===== src/hdl/crp_pkg.sv =====
// Constants shared by the receive bookkeeping block and its match unit
package crp_pkg;

  localparam int NUM_MB      = 16;
  localparam int ID_W        = 29;
  localparam int STD_LSB     = 18;
  localparam int IRQ_W       = 4;

  // Register indices; byte address is four times the index
  localparam logic [9:0] PEND_LO_IDX  = 10'h30C;
  localparam logic [9:0] PEND_HI_IDX  = 10'h30D;
  localparam logic [9:0] LOST_LO_IDX  = 10'h30E;
  localparam logic [9:0] LOST_HI_IDX  = 10'h30F;
  localparam logic [9:0] RFP_LO_IDX   = 10'h32C;
  localparam logic [9:0] RFP_HI_IDX   = 10'h32D;
  localparam logic [9:0] DIR_LO_IDX   = 10'h350;
  localparam logic [9:0] DIR_HI_IDX   = 10'h351;
  localparam logic [9:0] AREP_LO_IDX  = 10'h352;
  localparam logic [9:0] AREP_HI_IDX  = 10'h353;
  localparam logic [9:0] MEN_LO_IDX   = 10'h354;
  localparam logic [9:0] MEN_HI_IDX   = 10'h355;
  localparam logic [9:0] TRQ_LO_IDX   = 10'h356;
  localparam logic [9:0] TRQ_HI_IDX   = 10'h357;
  localparam logic [9:0] IRQ_STAT_IDX = 10'h358;
  localparam logic [9:0] IRQ_MASK_IDX = 10'h359;
  localparam logic [9:0] GMASK_IDX    = 10'h360;
  localparam logic [9:0] LMASK_IDX    = 10'h364;
  localparam logic [3:0] MBID_SEL     = 4'hE;

  // Reset values
  localparam logic [15:0] FLAGS_RST   = 16'h0000;
  localparam logic [31:0] WORD_RST    = 32'h0000_0000;
  localparam logic [3:0]  IRQ_RST     = 4'h0;

  // Identifier word layout: IDE in bit 31, bits 30..29 read zero
  localparam int          IDE_BIT     = 31;
  localparam logic [31:0] ID_RD_MASK  = 32'h9FFF_FFFF;

  // Interrupt status bit positions
  localparam int IRQ_RX_STORED = 0;
  localparam int IRQ_RX_LOST   = 1;
  localparam int IRQ_AUTO_REP  = 2;
  localparam int IRQ_RX_REMOTE = 3;

endpackage


===== src/hdl/crp_id_match.sv =====
// Identifier comparison of one mailbox against an incoming frame
`timescale 1ns/100ps

module crp_id_match
  import crp_pkg::*;
(
  input  wire logic [ID_W-1:0] frame_id,
  input  wire logic            frame_ide,
  input  wire logic [ID_W-1:0] mb_id,
  input  wire logic            mb_ide,
  input  wire logic [ID_W-1:0] mask,
  input  wire logic            ide_mask,
  input  wire logic            mask_en,
  output logic                 hit
);

  logic [ID_W-1:0] diff;
  logic            ide_ok;

  // A set mask bit makes that identifier bit a don't-care
  assign diff   = (frame_id ^ mb_id) & ~(mask_en ? mask : '0);
  assign ide_ok = (mask_en & ide_mask) | (frame_ide == mb_ide);
  // Standard frames compare only the upper eleven identifier bits
  assign hit    = ide_ok & (frame_ide ? ~|diff : ~|diff[ID_W-1:STD_LSB]);

endmodule


===== src/hdl/crp_rx_book.sv =====
// Receive pending, lost and remote frame bookkeeping for 16 mailboxes
`timescale 1ns/100ps

// What this block does
// Pending flag per mailbox, set on store
// Store onto pending mailbox sets lost flag
// CPU writing one clears pending bit
// Lost set by hardware, cleared via pending
// Unmatched frame changes no flag
// Remote frames compared against all mailboxes
// Comparison honours mask enables and masks
// Remote match, transmit, auto-reply: request transmit
// Auto-reply off: no transmit request
// Remote into receive mailbox sets pending, remote
// First matching mailbox only takes frame
// Global mask reply rewrites mailbox identifier
// Mailbox 15 compared only if none matched
// Remote flag cleared by pending clear, data
// Hardware set beats simultaneous CPU clear

module crp_rx_book
  import crp_pkg::*;
#(
  parameter int MB_COUNT = NUM_MB
)
(
  input  wire logic            pclk,
  input  wire logic            presetn,
  input  wire logic            psel,
  input  wire logic            penable,
  input  wire logic            pwrite,
  input  wire logic [11:0]     paddr,
  input  wire logic [31:0]     pwdata,
  output logic      [31:0]     prdata,
  output logic                 pready,
  output logic                 pslverr,
  input  wire logic            frame_valid,
  input  wire logic            frame_remote,
  input  wire logic            frame_ide,
  input  wire logic [ID_W-1:0] frame_id,
  input  wire logic [14:0]     tx_done,
  output logic                 store_valid,
  output logic      [3:0]      store_mailbox,
  output logic      [14:0]     tx_request,
  output logic                 irq
);

  if (MB_COUNT != 16)
  begin : g_bad_count
    $error("crp_rx_book serves exactly 16 mailboxes");
  end

  logic [15:0]      pend_reg;
  logic [15:0]      lost_reg;
  logic [15:0]      rfp_reg;
  logic [14:0]      dir_tx_reg;
  logic [14:0]      arep_reg;
  logic [15:0]      men_reg;
  logic [14:0]      trq_reg;
  logic [IRQ_W-1:0] irq_stat_reg;
  logic [IRQ_W-1:0] irq_mask_reg;
  logic [31:0]      gmask_reg;
  logic [31:0]      lmask_reg;
  logic [31:0]      mb_id_reg [16];
  logic             store_valid_reg;
  logic [3:0]       store_mb_reg;

  logic [9:0]       idx;
  logic             wr_en;
  logic [15:0]      pend_clr;
  logic [15:0]      dir_tx;
  logic [15:0]      hit_raw;
  logic [15:0]      hit;
  logic             sel_valid;
  logic [3:0]       sel_idx;
  logic [15:0]      sel_oh;
  logic             do_store;
  logic             do_reply;
  logic [15:0]      store_oh;
  logic [15:0]      reply_oh;
  logic [IRQ_W-1:0] irq_ev;
  logic [7:0]       rd_byte;
  logic             mapped;

  assign idx    = paddr[11:2];
  assign wr_en  = psel & penable & pwrite & mapped;
  assign pready = 1'b1;
  // Mailbox 15 is receive-only, so its direction bit is fixed
  assign dir_tx = {1'b0, dir_tx_reg};

  // Pending clear strobes from a one written to the pending bytes
  always_comb
  begin
    pend_clr = 16'h0000;
    if (wr_en && idx == PEND_LO_IDX)
    begin
      pend_clr[7:0] = pwdata[7:0];
    end
    else if (wr_en && idx == PEND_HI_IDX)
    begin
      pend_clr[15:8] = pwdata[7:0];
    end
  end

  // Comparators for mailboxes 0..14 share the global mask
  for (genvar n = 0; n < 15; n++)
  begin : g_match
    crp_id_match u_match (
      .frame_id  (frame_id),
      .frame_ide (frame_ide),
      .mb_id     (mb_id_reg[n][ID_W-1:0]),
      .mb_ide    (mb_id_reg[n][IDE_BIT]),
      .mask      (gmask_reg[ID_W-1:0]),
      .ide_mask  (gmask_reg[IDE_BIT]),
      .mask_en   (men_reg[n]),
      .hit       (hit_raw[n])
    );
  end

  // Mailbox 15 uses the local mask only
  crp_id_match u_match_last (
    .frame_id  (frame_id),
    .frame_ide (frame_ide),
    .mb_id     (mb_id_reg[15][ID_W-1:0]),
    .mb_ide    (mb_id_reg[15][IDE_BIT]),
    .mask      (lmask_reg[ID_W-1:0]),
    .ide_mask  (lmask_reg[IDE_BIT]),
    .mask_en   (men_reg[15]),
    .hit       (hit_raw[15])
  );

  // Data frames look at receive mailboxes, remote frames at all
  always_comb
  begin
    hit[14:0] = hit_raw[14:0] & (~dir_tx[14:0] | {15{frame_remote}});
    hit[15]   = hit_raw[15] & ~|hit[14:0];
  end

  // Lowest matching index wins; later mailboxes never see the frame
  always_comb
  begin
    sel_valid = 1'b0;
    sel_idx   = 4'h0;
    for (int i = 15; i >= 0; i--)
    begin
      if (hit[i])
      begin
        sel_valid = 1'b1;
        sel_idx   = 4'(i);
      end
    end
  end

  always_comb
  begin
    sel_oh   = 16'h0001 << sel_idx;
    // No hit means no store and no reply
    do_store = frame_valid & sel_valid & ~dir_tx[sel_idx];
    do_reply = frame_valid & sel_valid & frame_remote & dir_tx[sel_idx]
               & arep_reg[sel_idx[3:0] == 4'hF ? 4'h0 : sel_idx];
    store_oh = do_store ? sel_oh : 16'h0000;
    reply_oh = do_reply ? sel_oh : 16'h0000;
  end

  // Set applied after clear so a simultaneous event is kept
  always_ff @(posedge pclk or negedge presetn)
  begin
    if (!presetn)
    begin
      pend_reg <= FLAGS_RST;
    end
    else
    begin
      pend_reg <= (pend_reg & ~pend_clr) | store_oh;
    end
  end

  always_ff @(posedge pclk or negedge presetn)
  begin
    if (!presetn)
    begin
      lost_reg <= FLAGS_RST;
    end
    else
    begin
      // Lost rises only on a store over a still pending mailbox
      lost_reg <= (lost_reg & ~pend_clr) | (store_oh & pend_reg);
    end
  end

  always_ff @(posedge pclk or negedge presetn)
  begin
    if (!presetn)
    begin
      rfp_reg <= FLAGS_RST;
    end
    else if (frame_remote)
    begin
      rfp_reg <= (rfp_reg & ~pend_clr) | store_oh;
    end
    else
    begin
      rfp_reg <= rfp_reg & ~pend_clr & ~store_oh;
    end
  end

  // Transmit requests clear on completion or abort from the engine
  always_ff @(posedge pclk or negedge presetn)
  begin
    if (!presetn)
    begin
      trq_reg <= FLAGS_RST[14:0];
    end
    else
    begin
      trq_reg <= (trq_reg & ~tx_done) | reply_oh[14:0];
    end
  end

  always_ff @(posedge pclk or negedge presetn)
  begin
    if (!presetn)
    begin
      store_valid_reg <= 1'b0;
      store_mb_reg    <= 4'h0;
    end
    else
    begin
      store_valid_reg <= do_store;
      store_mb_reg    <= sel_idx;
    end
  end

  // Mailbox configuration written by software
  always_ff @(posedge pclk or negedge presetn)
  begin
    if (!presetn)
    begin
      dir_tx_reg <= FLAGS_RST[14:0];
      arep_reg   <= FLAGS_RST[14:0];
      men_reg    <= FLAGS_RST;
    end
    else if (wr_en)
    begin
      if (idx == DIR_LO_IDX)
      begin
        dir_tx_reg[7:0] <= pwdata[7:0];
      end
      else if (idx == DIR_HI_IDX)
      begin
        dir_tx_reg[14:8] <= pwdata[6:0];
      end
      else if (idx == AREP_LO_IDX)
      begin
        arep_reg[7:0] <= pwdata[7:0];
      end
      else if (idx == AREP_HI_IDX)
      begin
        arep_reg[14:8] <= pwdata[6:0];
      end
      else if (idx == MEN_LO_IDX)
      begin
        men_reg[7:0] <= pwdata[7:0];
      end
      else if (idx == MEN_HI_IDX)
      begin
        men_reg[15:8] <= pwdata[7:0];
      end
    end
  end

  // Masks should only change while the bus is idle
  always_ff @(posedge pclk or negedge presetn)
  begin
    if (!presetn)
    begin
      gmask_reg <= WORD_RST;
      lmask_reg <= WORD_RST;
    end
    else
    begin
      for (int k = 0; k < 4; k++)
      begin
        if (wr_en && idx == GMASK_IDX + 10'(k))
        begin
          gmask_reg[8*k +: 8] <= pwdata[7:0];
        end
        if (wr_en && idx == LMASK_IDX + 10'(k))
        begin
          lmask_reg[8*k +: 8] <= pwdata[7:0];
        end
      end
    end
  end

  // Identifier words; an auto reply under global mask overrides a write
  always_ff @(posedge pclk or negedge presetn)
  begin
    if (!presetn)
    begin
      for (int m = 0; m < 16; m++)
      begin
        mb_id_reg[m] <= WORD_RST;
      end
    end
    else
    begin
      if (wr_en && idx[9:6] == MBID_SEL)
      begin
        mb_id_reg[idx[5:2]][8*idx[1:0] +: 8] <= pwdata[7:0];
      end
      if (do_reply && men_reg[sel_idx])
      begin
        mb_id_reg[sel_idx] <= {frame_ide, 2'b00, frame_id};
      end
    end
  end

  always_comb
  begin
    irq_ev                = '0;
    irq_ev[IRQ_RX_STORED] = do_store;
    irq_ev[IRQ_RX_LOST]   = |(store_oh & pend_reg);
    irq_ev[IRQ_AUTO_REP]  = do_reply;
    irq_ev[IRQ_RX_REMOTE] = do_store & frame_remote;
  end

  always_ff @(posedge pclk or negedge presetn)
  begin
    if (!presetn)
    begin
      irq_stat_reg <= IRQ_RST;
    end
    else if (wr_en && idx == IRQ_STAT_IDX)
    begin
      irq_stat_reg <= (irq_stat_reg & ~pwdata[IRQ_W-1:0]) | irq_ev;
    end
    else
    begin
      irq_stat_reg <= irq_stat_reg | irq_ev;
    end
  end

  always_ff @(posedge pclk or negedge presetn)
  begin
    if (!presetn)
    begin
      irq_mask_reg <= IRQ_RST;
    end
    else if (wr_en && idx == IRQ_MASK_IDX)
    begin
      irq_mask_reg <= pwdata[IRQ_W-1:0];
    end
  end

  // Read decode; unmapped addresses answer with an error
  always_comb
  begin
    mapped  = 1'b1;
    rd_byte = 8'h00;
    if (idx == PEND_LO_IDX)
    begin
      rd_byte = pend_reg[7:0];
    end
    else if (idx == PEND_HI_IDX)
    begin
      rd_byte = pend_reg[15:8];
    end
    else if (idx == LOST_LO_IDX)
    begin
      rd_byte = lost_reg[7:0];
    end
    else if (idx == LOST_HI_IDX)
    begin
      rd_byte = lost_reg[15:8];
    end
    else if (idx == RFP_LO_IDX)
    begin
      rd_byte = rfp_reg[7:0];
    end
    else if (idx == RFP_HI_IDX)
    begin
      rd_byte = rfp_reg[15:8];
    end
    else if (idx == DIR_LO_IDX)
    begin
      rd_byte = dir_tx_reg[7:0];
    end
    else if (idx == DIR_HI_IDX)
    begin
      rd_byte = {1'b0, dir_tx_reg[14:8]};
    end
    else if (idx == AREP_LO_IDX)
    begin
      rd_byte = arep_reg[7:0];
    end
    else if (idx == AREP_HI_IDX)
    begin
      rd_byte = {1'b0, arep_reg[14:8]};
    end
    else if (idx == MEN_LO_IDX)
    begin
      rd_byte = men_reg[7:0];
    end
    else if (idx == MEN_HI_IDX)
    begin
      rd_byte = men_reg[15:8];
    end
    else if (idx == TRQ_LO_IDX)
    begin
      rd_byte = trq_reg[7:0];
    end
    else if (idx == TRQ_HI_IDX)
    begin
      rd_byte = {1'b0, trq_reg[14:8]};
    end
    else if (idx == IRQ_STAT_IDX)
    begin
      rd_byte = {4'h0, irq_stat_reg};
    end
    else if (idx == IRQ_MASK_IDX)
    begin
      rd_byte = {4'h0, irq_mask_reg};
    end
    else if (idx[9:2] == GMASK_IDX[9:2])
    begin
      rd_byte = gmask_reg[8*idx[1:0] +: 8];
    end
    else if (idx[9:2] == LMASK_IDX[9:2])
    begin
      rd_byte = lmask_reg[8*idx[1:0] +: 8];
    end
    else if (idx[9:6] == MBID_SEL)
    begin
      rd_byte = 8'((mb_id_reg[idx[5:2]] & ID_RD_MASK) >> (8*idx[1:0]));
    end
    else
    begin
      mapped = 1'b0;
    end
  end

  assign prdata        = {24'h000000, rd_byte};
  assign pslverr       = psel & penable & ~mapped;
  assign store_valid   = store_valid_reg;
  assign store_mailbox = store_mb_reg;
  assign tx_request    = trq_reg;
  assign irq           = |(irq_stat_reg & irq_mask_reg);

endmodule


===== config.mk =====
export PLATFORM = sky130hd
export DESIGN_NAME = crp_rx_book
export DESIGN_NICKNAME = d
export VERILOG_FILES = /design/src/hdl/crp_pkg.sv /design/src/hdl/crp_id_match.sv /design/src/hdl/crp_rx_book.sv
export SDC_FILE = /design/constraint.sdc
export NUM_CORES = 2
export LEC_CHECK = 0
export BUFFER_PORTS_ARGS = -buffer_cell sky130_fd_sc_hd__buf_2
export CAP_MARGIN = 20
export CORE_MARGIN = 8
export CORE_UTILIZATION = 30
export DETAILED_ROUTE_END_ITERATION = 10
export SETUP_SLACK_MARGIN = 0.5
export SLEW_MARGIN = 15
export SYNTH_ARGS = -nofsm -noshare
export SYNTH_HDL_FRONTEND = slang
export SYNTH_SLANG_ARGS = --single-unit

===== constraint.sdc =====
create_clock -name pclk -period 12.1 [get_ports pclk]
set_clock_uncertainty 0.15 [all_clocks]
set_input_delay 0 -clock pclk [delete_from_list [all_inputs] [get_ports pclk]]
set_output_delay 0 -clock pclk [all_outputs]
set_load 0.02 [all_outputs]

# --- After elaboration in Yosys (flattened, before gate mapping) ---
# Index checks and enable logic that the tools add are counted.
# Widths: inputs -> output; s select.
classes:
  bitwise: 137
  shifts: 6
  n_reduce_logical: 90
  muxes: 127
  n_eq_ne: 44
  add_sub_neg: 1
  n_lt_le_gt_ge: 6
op_table:
  columns: ["cell", "count"]
  rows:
  - ["$bwmux 512", 2]
  - ["$mux 512", 2]
  - ["$and 29x29->29", 16]
  - ["$mux 29", 16]
  - ["$not 29->29", 16]
  - ["$reduce_or 29->1", 16]
  - ["$xor 29x29->29", 16]
  - ["$demux 32 s4", 2]
  - ["$eq 10x10->1 const B", 24]
  - ["$mux 8", 22]
  - ["$reduce_or 11->1", 16]
  - ["$bmux 32 s4", 1]
  - ["$mux 32", 4]
  - ["$and 16x16->16", 5]
  - ["$mux 4", 18]
  - ["$shiftx 32x6->8", 2]
  - ["$mux 1", 54]
  - ["$or 16x16->16", 3]
  - ["$and 1x1->1", 43]
  - ["$neg 5->34", 1]
  - ["$shift 8x34->32 const A", 1]
  - ["$shiftx 8x34->32", 1]
  - ["$logic_not 1->1", 33]
  - ["$mux 16", 2]
  - ["30 further kinds", 95]
totals:
  output_inout_bits: 55
  ff_bits: 698
  in_bits: 96
  wordCells: 449

# --- Longest topological paths before layout ---
logic_depth:
  ltp_word: 36
  mapped_depth: 22
  depth_no_buf: 16

# --- Modules after synthesis ---
# From an unflattened synthesis, not the netlist that was laid out.
hier_totals:
  cells_unflattened: 4552
  hier_area_um2: 44905.6
modules_own_cells:
  columns: ["mod", "instances", "area_each_um2", "cells_each"]
  rows:
  - ["crp_rx_book", 1, 36857.8, 3464]
  - ["crp_id_match", 16, 503.0, 68]

# --- Worst setup path after synthesis ---
# OpenSTA, ideal clock, no wires.
synth_path:
  kind: "register -> register"
  start: "register gmask_reg[11]"
  end: "register mb_id_reg[120] in the netlist's numbering"
  path_stages_with_launch: 20
  period_less_slack_ps: 4752
  setup_ps: 125
  path_slack_ps: 7348
  arrival_time_ps: 4478
  cell_sequence: "dfrtp_1 buf_2 clkbuf_1 a21oi_1 or4_1 o41ai_2 o2111ai_2 o211ai_2 and4b_1 buf_6 o211ai_4 inv_2 buf_4 a211o_1 o221ai_2 o2111ai_2 buf_2 nor3b_1 buf_4 mux2_2"
synth_via:
  elab_chain_cells: 34
  word_cells_on_any_way: 162
  cone_classes: "order compare: 2; eq/ne: 1; mux: 73; bitwise: 52; reduce/logical: 34"
synth_lines:
  columns: ["element", "line", "source"]
  rows:
  - ["from (decl)", "crp_rx_book.sv:62", "logic [31:0] gmask_reg;"]
  - ["from (signal, indexed assignment)", "crp_rx_book.sv:286", "gmask_reg[8*k +: 8] <= pwdata[7:0];"]
  - ["$mux 29", "crp_id_match.sv:21", "assign diff = (frame_id ^ mb_id) & ~(mask_en ? mask : '0);"]
  - ["$not 29->29", "crp_id_match.sv:21", null]
  - ["$and 29x29->29", "crp_id_match.sv:21", null]
  - ["$reduce_or 29->1", "crp_id_match.sv:24", "assign hit = ide_ok & (frame_ide ? ~|diff : ~|diff[ID_W-1:STD_LSB]);"]
  - ["$logic_not 1->1", "crp_id_match.sv:24", null]
  - ["$mux 1", "crp_id_match.sv:24", null]
  - ["$and 1x1->1", "crp_id_match.sv:24", null]
  - ["$and 15x15->15 *", "crp_rx_book.sv:135", "hit[14:0] = hit_raw[14:0] & (~dir_tx[14:0] | {15{frame_remote}});"]
  - ["(+19 left out)", null, null]
  - ["net sel_idx[0]", "crp_rx_book.sv:75", "logic [3:0] sel_idx;"]
  - ["$eq 4x4->1 / $not 4->5 (equally long branches)", "crp_rx_book.sv:160, crp_rx_book.sv:314", null]
  - ["$mux 4, or another cell as far along", "crp_rx_book.sv:160", "& arep_reg[sel_idx[3:0] == 4'hF ? 4'h0 : sel_idx];"]
  - ["$bmux 1 s4 / $logic_and 1x1->1 (equally long branches)", "crp_rx_book.sv:160, crp_rx_book.sv:314", null]
  - ["$mux 1 / $mux 32 (equally long branches)", "crp_rx_book.sv:160, crp_rx_book.sv:314", null]
  - ["$and 1x1->1 / $demux 32 s4 (equally long branches)", "crp_rx_book.sv:160, crp_rx_book.sv:314", null]
  - ["$logic_and 1x1->1 / $bwmux 512 (equally long branches)", "crp_rx_book.sv:312, crp_rx_book.sv:314", null]
  - ["$mux 512 *", "crp_rx_book.sv:312", "if (do_reply && men_reg[sel_idx])"]
  - ["to (signal, indexed assignment)", "crp_rx_book.sv:310", "mb_id_reg[idx[5:2]][8*idx[1:0] +: 8] <= pwdata[7:0];"]
  - ["to (signal, indexed assignment)", "crp_rx_book.sv:314", "mb_id_reg[sel_idx] <= {frame_ide, 2'b00, frame_id};"]
  - ["to (decl)", "crp_rx_book.sv:64", "logic [31:0] mb_id_reg [16];"]
# The timed path passes the listed nets; every way through them passes the cells marked *. The select of a mux whose other input is x is not followed.
# A chain may end at the register's enable or synchronous reset.

# --- Worst setup path in the final report ---
layout_path:
  start: "register men_reg[11]"
  end: "register mb_id_reg[352] in the netlist's numbering"
layout_via:
  elab_chain_cells: 34
  word_cells_on_any_way: 68
  cone_classes: "order compare: 2; eq/ne: 1; mux: 45; bitwise: 12; reduce/logical: 8"
layout_lines:
  columns: ["element", "line", "source"]
  rows:
  - ["from (decl)", "crp_rx_book.sv:58", "logic [15:0] men_reg;"]
  - ["from (signal assigned)", "crp_rx_book.sv:267", "men_reg[15:8] <= pwdata[7:0];"]
  - ["$mux 29", "crp_id_match.sv:21", null]
  - ["$not 29->29", "crp_id_match.sv:21", null]
  - ["$and 29x29->29", "crp_id_match.sv:21", null]
  - ["$reduce_or 29->1 / $reduce_or 11->1 (equally long branches)", "crp_id_match.sv:24", null]
  - ["$logic_not 1->1", "crp_id_match.sv:24", null]
  - ["$mux 1", "crp_id_match.sv:24", null]
  - ["$and 1x1->1", "crp_id_match.sv:24", null]
  - ["$and 15x15->15", "crp_rx_book.sv:135", null]
  - ["(+3 left out)", null, null]
  - ["$mux 4 (16 in series)", "crp_rx_book.sv:146", "if (hit[i])"]
  - ["$eq 4x4->1 / $not 4->5 (equally long branches)", "crp_rx_book.sv:160, crp_rx_book.sv:314", null]
  - ["$mux 4, or another cell as far along", "crp_rx_book.sv:160", null]
  - ["$bmux 1 s4 / $logic_and 1x1->1 (equally long branches)", "crp_rx_book.sv:160, crp_rx_book.sv:314", null]
  - ["$mux 1 / $mux 32 (equally long branches)", "crp_rx_book.sv:160, crp_rx_book.sv:314", null]
  - ["$and 1x1->1 / $demux 32 s4 (equally long branches)", "crp_rx_book.sv:160, crp_rx_book.sv:314", null]
  - ["$logic_and 1x1->1 / $bwmux 512 (equally long branches)", "crp_rx_book.sv:312, crp_rx_book.sv:314", null]
  - ["$mux 512 *", "crp_rx_book.sv:312", null]
# Mark *: on every way between the ends. The rest lies on a longest branch, timed or not. The select of a mux whose other input is x is not followed.

==> flow_metrics.env <==
export IMPL_status="complete, no violations"
export IMPL_die_y_um=407
export IMPL_clkPwrFrac=0.480
export IMPL_drive_gt1_frac=0.223
export IMPL_setup_tns_final_ns=0
export IMPL_remaining_drc_errors=0
export IMPL_rsz0062_at_grt="no"
export IMPL_cap_violations=0
export IMPL_combPwrFrac=0.087
export IMPL_via_per_inst=5.80
export IMPL_synth_edf_count=0
export IMPL_grt_pass1_wl_mm=273
export IMPL_synth_area_per_cell_um2=9.48
export IMPL_criticalPathCategory="reg2reg"
export IMPL_die_area_um2=166000
export IMPL_hold_viol_final=0
export IMPL_gr_total_overflow=0
export IMPL_wl_per_cell_um=27.7
export IMPL_largest_reg_flops=480
export IMPL_post_cts_setup_buffers=0
export IMPL_grt_usage=0.217
export IMPL_sw_frac_of_total=0.270
export IMPL_yosysWarnings=0
export IMPL_dr_pass1_iters=8
export IMPL_cts_tree="done"
export IMPL_slew_headroom=0.155
export IMPL_grt_max_degree=162
export IMPL_hpwl_mm=127
export IMPL_cts_buffers=77
export IMPL_hold_class="in2reg"
export IMPL_synth_seq_area_share=0.363
export IMPL_period_minus_slack_ns=8.26
export IMPL_core_um2=152000
export IMPL_clock_path_buffers=3
export IMPL_synth_seq_cells=666
export IMPL_clock_sinks=666
export IMPL_p_int_mw=3.77
export IMPL_arrival_ns=8.67
export IMPL_slew_viol_final=0
export IMPL_synth_top_flop_cell="dfrtp_1"
export IMPL_vias=39600
export IMPL_ys_types=84
export IMPL_start_kind="flip-flop"
export IMPL_async_flop_share=1.00
export IMPL_setup_viol=0
export IMPL_pin_count=151
export IMPL_p_leak_nw=21.6
export IMPL_antenna_found_initial=16
export IMPL_worstPathMaxFanout=31
export IMPL_total_power_mw=5.16
export IMPL_switchingPower_mw=1.39
export IMPL_ant_nets=0
export IMPL_wl_mm=189
export IMPL_insertion_delay_ns=0.71
export IMPL_p_per_area_nw_per_um2=101
export IMPL_routabilityCongestion=1.01
export IMPL_die_w_um=407
export IMPL_p_seq_frac=0.432
export IMPL_grt_pass1_vias=37600
export IMPL_period_share=0.682
export IMPL_cts_root_buffer="clkbuf_16"
export IMPL_syn_inst=4848
export IMPL_port_buffers=99
export IMPL_synthesis_area_um2=46000
export IMPL_netlist_area_leader_share=0.363
export IMPL_placementRows=143
export IMPL_synth_top_area_cell="dfrtp_1"
export IMPL_cp_required_ns=12.51
export IMPL_fmax_mhz=121
export IMPL_drt_iter0_drc=5663
export IMPL_vdd_drop_max_mv=0.119
export IMPL_synthTopCellsByArea="dfrtp_1 (36%), mux2_2 (12%), mux4_2 (8.4%), nand2_1 (8.1%), o21ai_0 (5.7%)"
export IMPL_syn2layout_area_growth_pct=11.1
export IMPL_clk_pin_slew_worst_paths_ns=0.07
export IMPL_fin_nets=4819
export IMPL_worst_slew_pin_slew_ns=1.26
export IMPL_cp_end_kind="flip-flop"
export IMPL_cts_htree_levels=3
export IMPL_start_util=0.302
## per-layer routing
layer | wire length [um] | vias up | GRT usage
li1 | - | 16800 | -
met1 | 74100 | 19500 | 0.290
met2 | 77100 | 2737 | 0.310
met3 | 23700 | 567 | 0.0645
met4 | 13600 | 12 | 0.130
met5 | 84 | - | 0
## path summary, 6_finish.rpt
check,start,endpoint,slack (ns),depth (start not counted)
max,men_reg[11],mb_id_reg[352],3.84,17
min,pwrite,irq_stat_reg[0],0.12,6
max reg2reg,men_reg[11],mb_id_reg[352],3.84,17
min reg2reg,pend_reg[7],pend_reg[7],0.34,2
max in group asynchronous,presetn,mb_id_reg[294],9.56,5
min in group asynchronous,presetn,pend_reg[14],0.40,4
## final cells by class
cell class	instances	area, um^2
inverters	50	188
clock inverters	30	334
well taps	2030	2540
fillers	15500	101000
clock buffers	109	2240
diodes	8	20.0
repair buffers	267	2020
multi-input cells	3656	27100
flip-flops and latches	666	16700
## logic make-up after synthesis
kind of cell | Yosys count | share of synthesized area
simple gates | 1314 | 0.120
compound gates | 1066 | 0.138
mux | 770 | 0.235
flops | 666 | 0.363
buf+inv | 549 | 0.0525
xor+xnor | 476 | 0.0907
fa+ha+maj | 5 | 0.00136
other cells | 2 | 0.000163
## synthesized netlist by cell type, drive strengths merged (4+ instances only)
library cell / n
o2111ai: 5
o41ai: 4
a21oi: 223
mux2i: 31
xnor2: 194
a221oi: 7
or4: 33
xor2: 282
nor4: 15
a22oi: 128
o21ai: 522
nand2: 989
o221ai: 8
nor3: 32
o21a: 4
a22o: 14
or2: 4
mux4: 172
nand4: 27
o22ai: 28
nand3: 61
mux2: 567
clkbuf: 321
o211ai: 14
a221o: 5
a222oi: 12
buf: 178
o31a: 6
inv: 49
nor4b: 4
a2111oi: 11
a211oi: 13
a32o: 5
a21o: 22
nor2: 81
nand2b: 8
dfrtp: 666
and3: 22
nand3b: 4
o31ai: 12
ha: 5
and2: 13
nor3b: 7
## cells in the final DEF (no fill, tap or decap), types with 18 or more instances in the layout
cell	Yosys	routed
a21o_1	22	22
a21oi_1	223	223
a22oi_1	128	128
and3_1	22	22
buf_2	102	96
buf_4	39	91
clkbuf_1	319	18
clkbuf_16	0	82
conb_1	2	25
dfrtp_1	666	665
dlygate4sd3_1	0	74
inv_1	48	48
mux2_1	22	22
mux2_2	485	485
mux2_4	60	60
mux2i_1	31	31
mux4_2	172	172
nand2_1	989	989
nand3_1	61	61
nand4_1	27	27
nor2_1	81	81
nor3_1	32	24
o21ai_0	520	520
o22ai_1	28	28
or4_1	33	33
xnor2_1	194	194
xor2_1	282	282
## power by group through the flow
stage               clock network, mW  registers [mW]  logic (mW)
floorplan                           0            2.27       0.246
global placement                    0            2.27       0.413
detailed placement                  0            2.27       0.413
CTS                              2.49            2.23       0.437
global route                     2.57            2.23       0.471
finish                           2.48            2.23       0.451
## per-stage QoR
step | hold WS, ns | worst slack (ns) | instance area [um^2] | instances | utilization
after floorplan | -0.446 | 7.35 | 46000 | 4871 | -
after global placement | -0.0640 | 4.22 | 47700 | 6593 | 0.313
after detailed placement | -0.0787 | 4.23 | 47700 | 6593 | 0.313
after CTS | 0.0289 | 4.16 | 51000 | 6807 | 0.335
after global routing | 0.130 | 3.78 | 51000 | 6809 | 0.336
final | 0.124 | 3.84 | 51100 | 6816 | 0.336
## what timing repair did
item	4_1_cts	5_1_grt
hold endpoints to repair	903	0
gates resized for setup	0	0
setup endpoints to repair	0	0
hold buffers	75	0
## worst max-delay path, cell delays in order (launching register included)
cell and delay [ns]:
dfrtp_1 0.42, buf_4 0.53, nand2_1 0.11, a22oi_1 0.49
nand4_1 0.39, o31ai_2 0.82, a22oi_1 0.35, and2_1 0.27
and4b_1 0.37, o221ai_2 0.85, nand3_1 0.57, o22ai_1 0.27
a21o_1 0.17, o2111ai_2 0.11, buf_4 0.27, nand3b_1 0.92
buf_4 0.63, mux2_2 0.34
No activity file was read; power rests on OpenSTA's default activity.
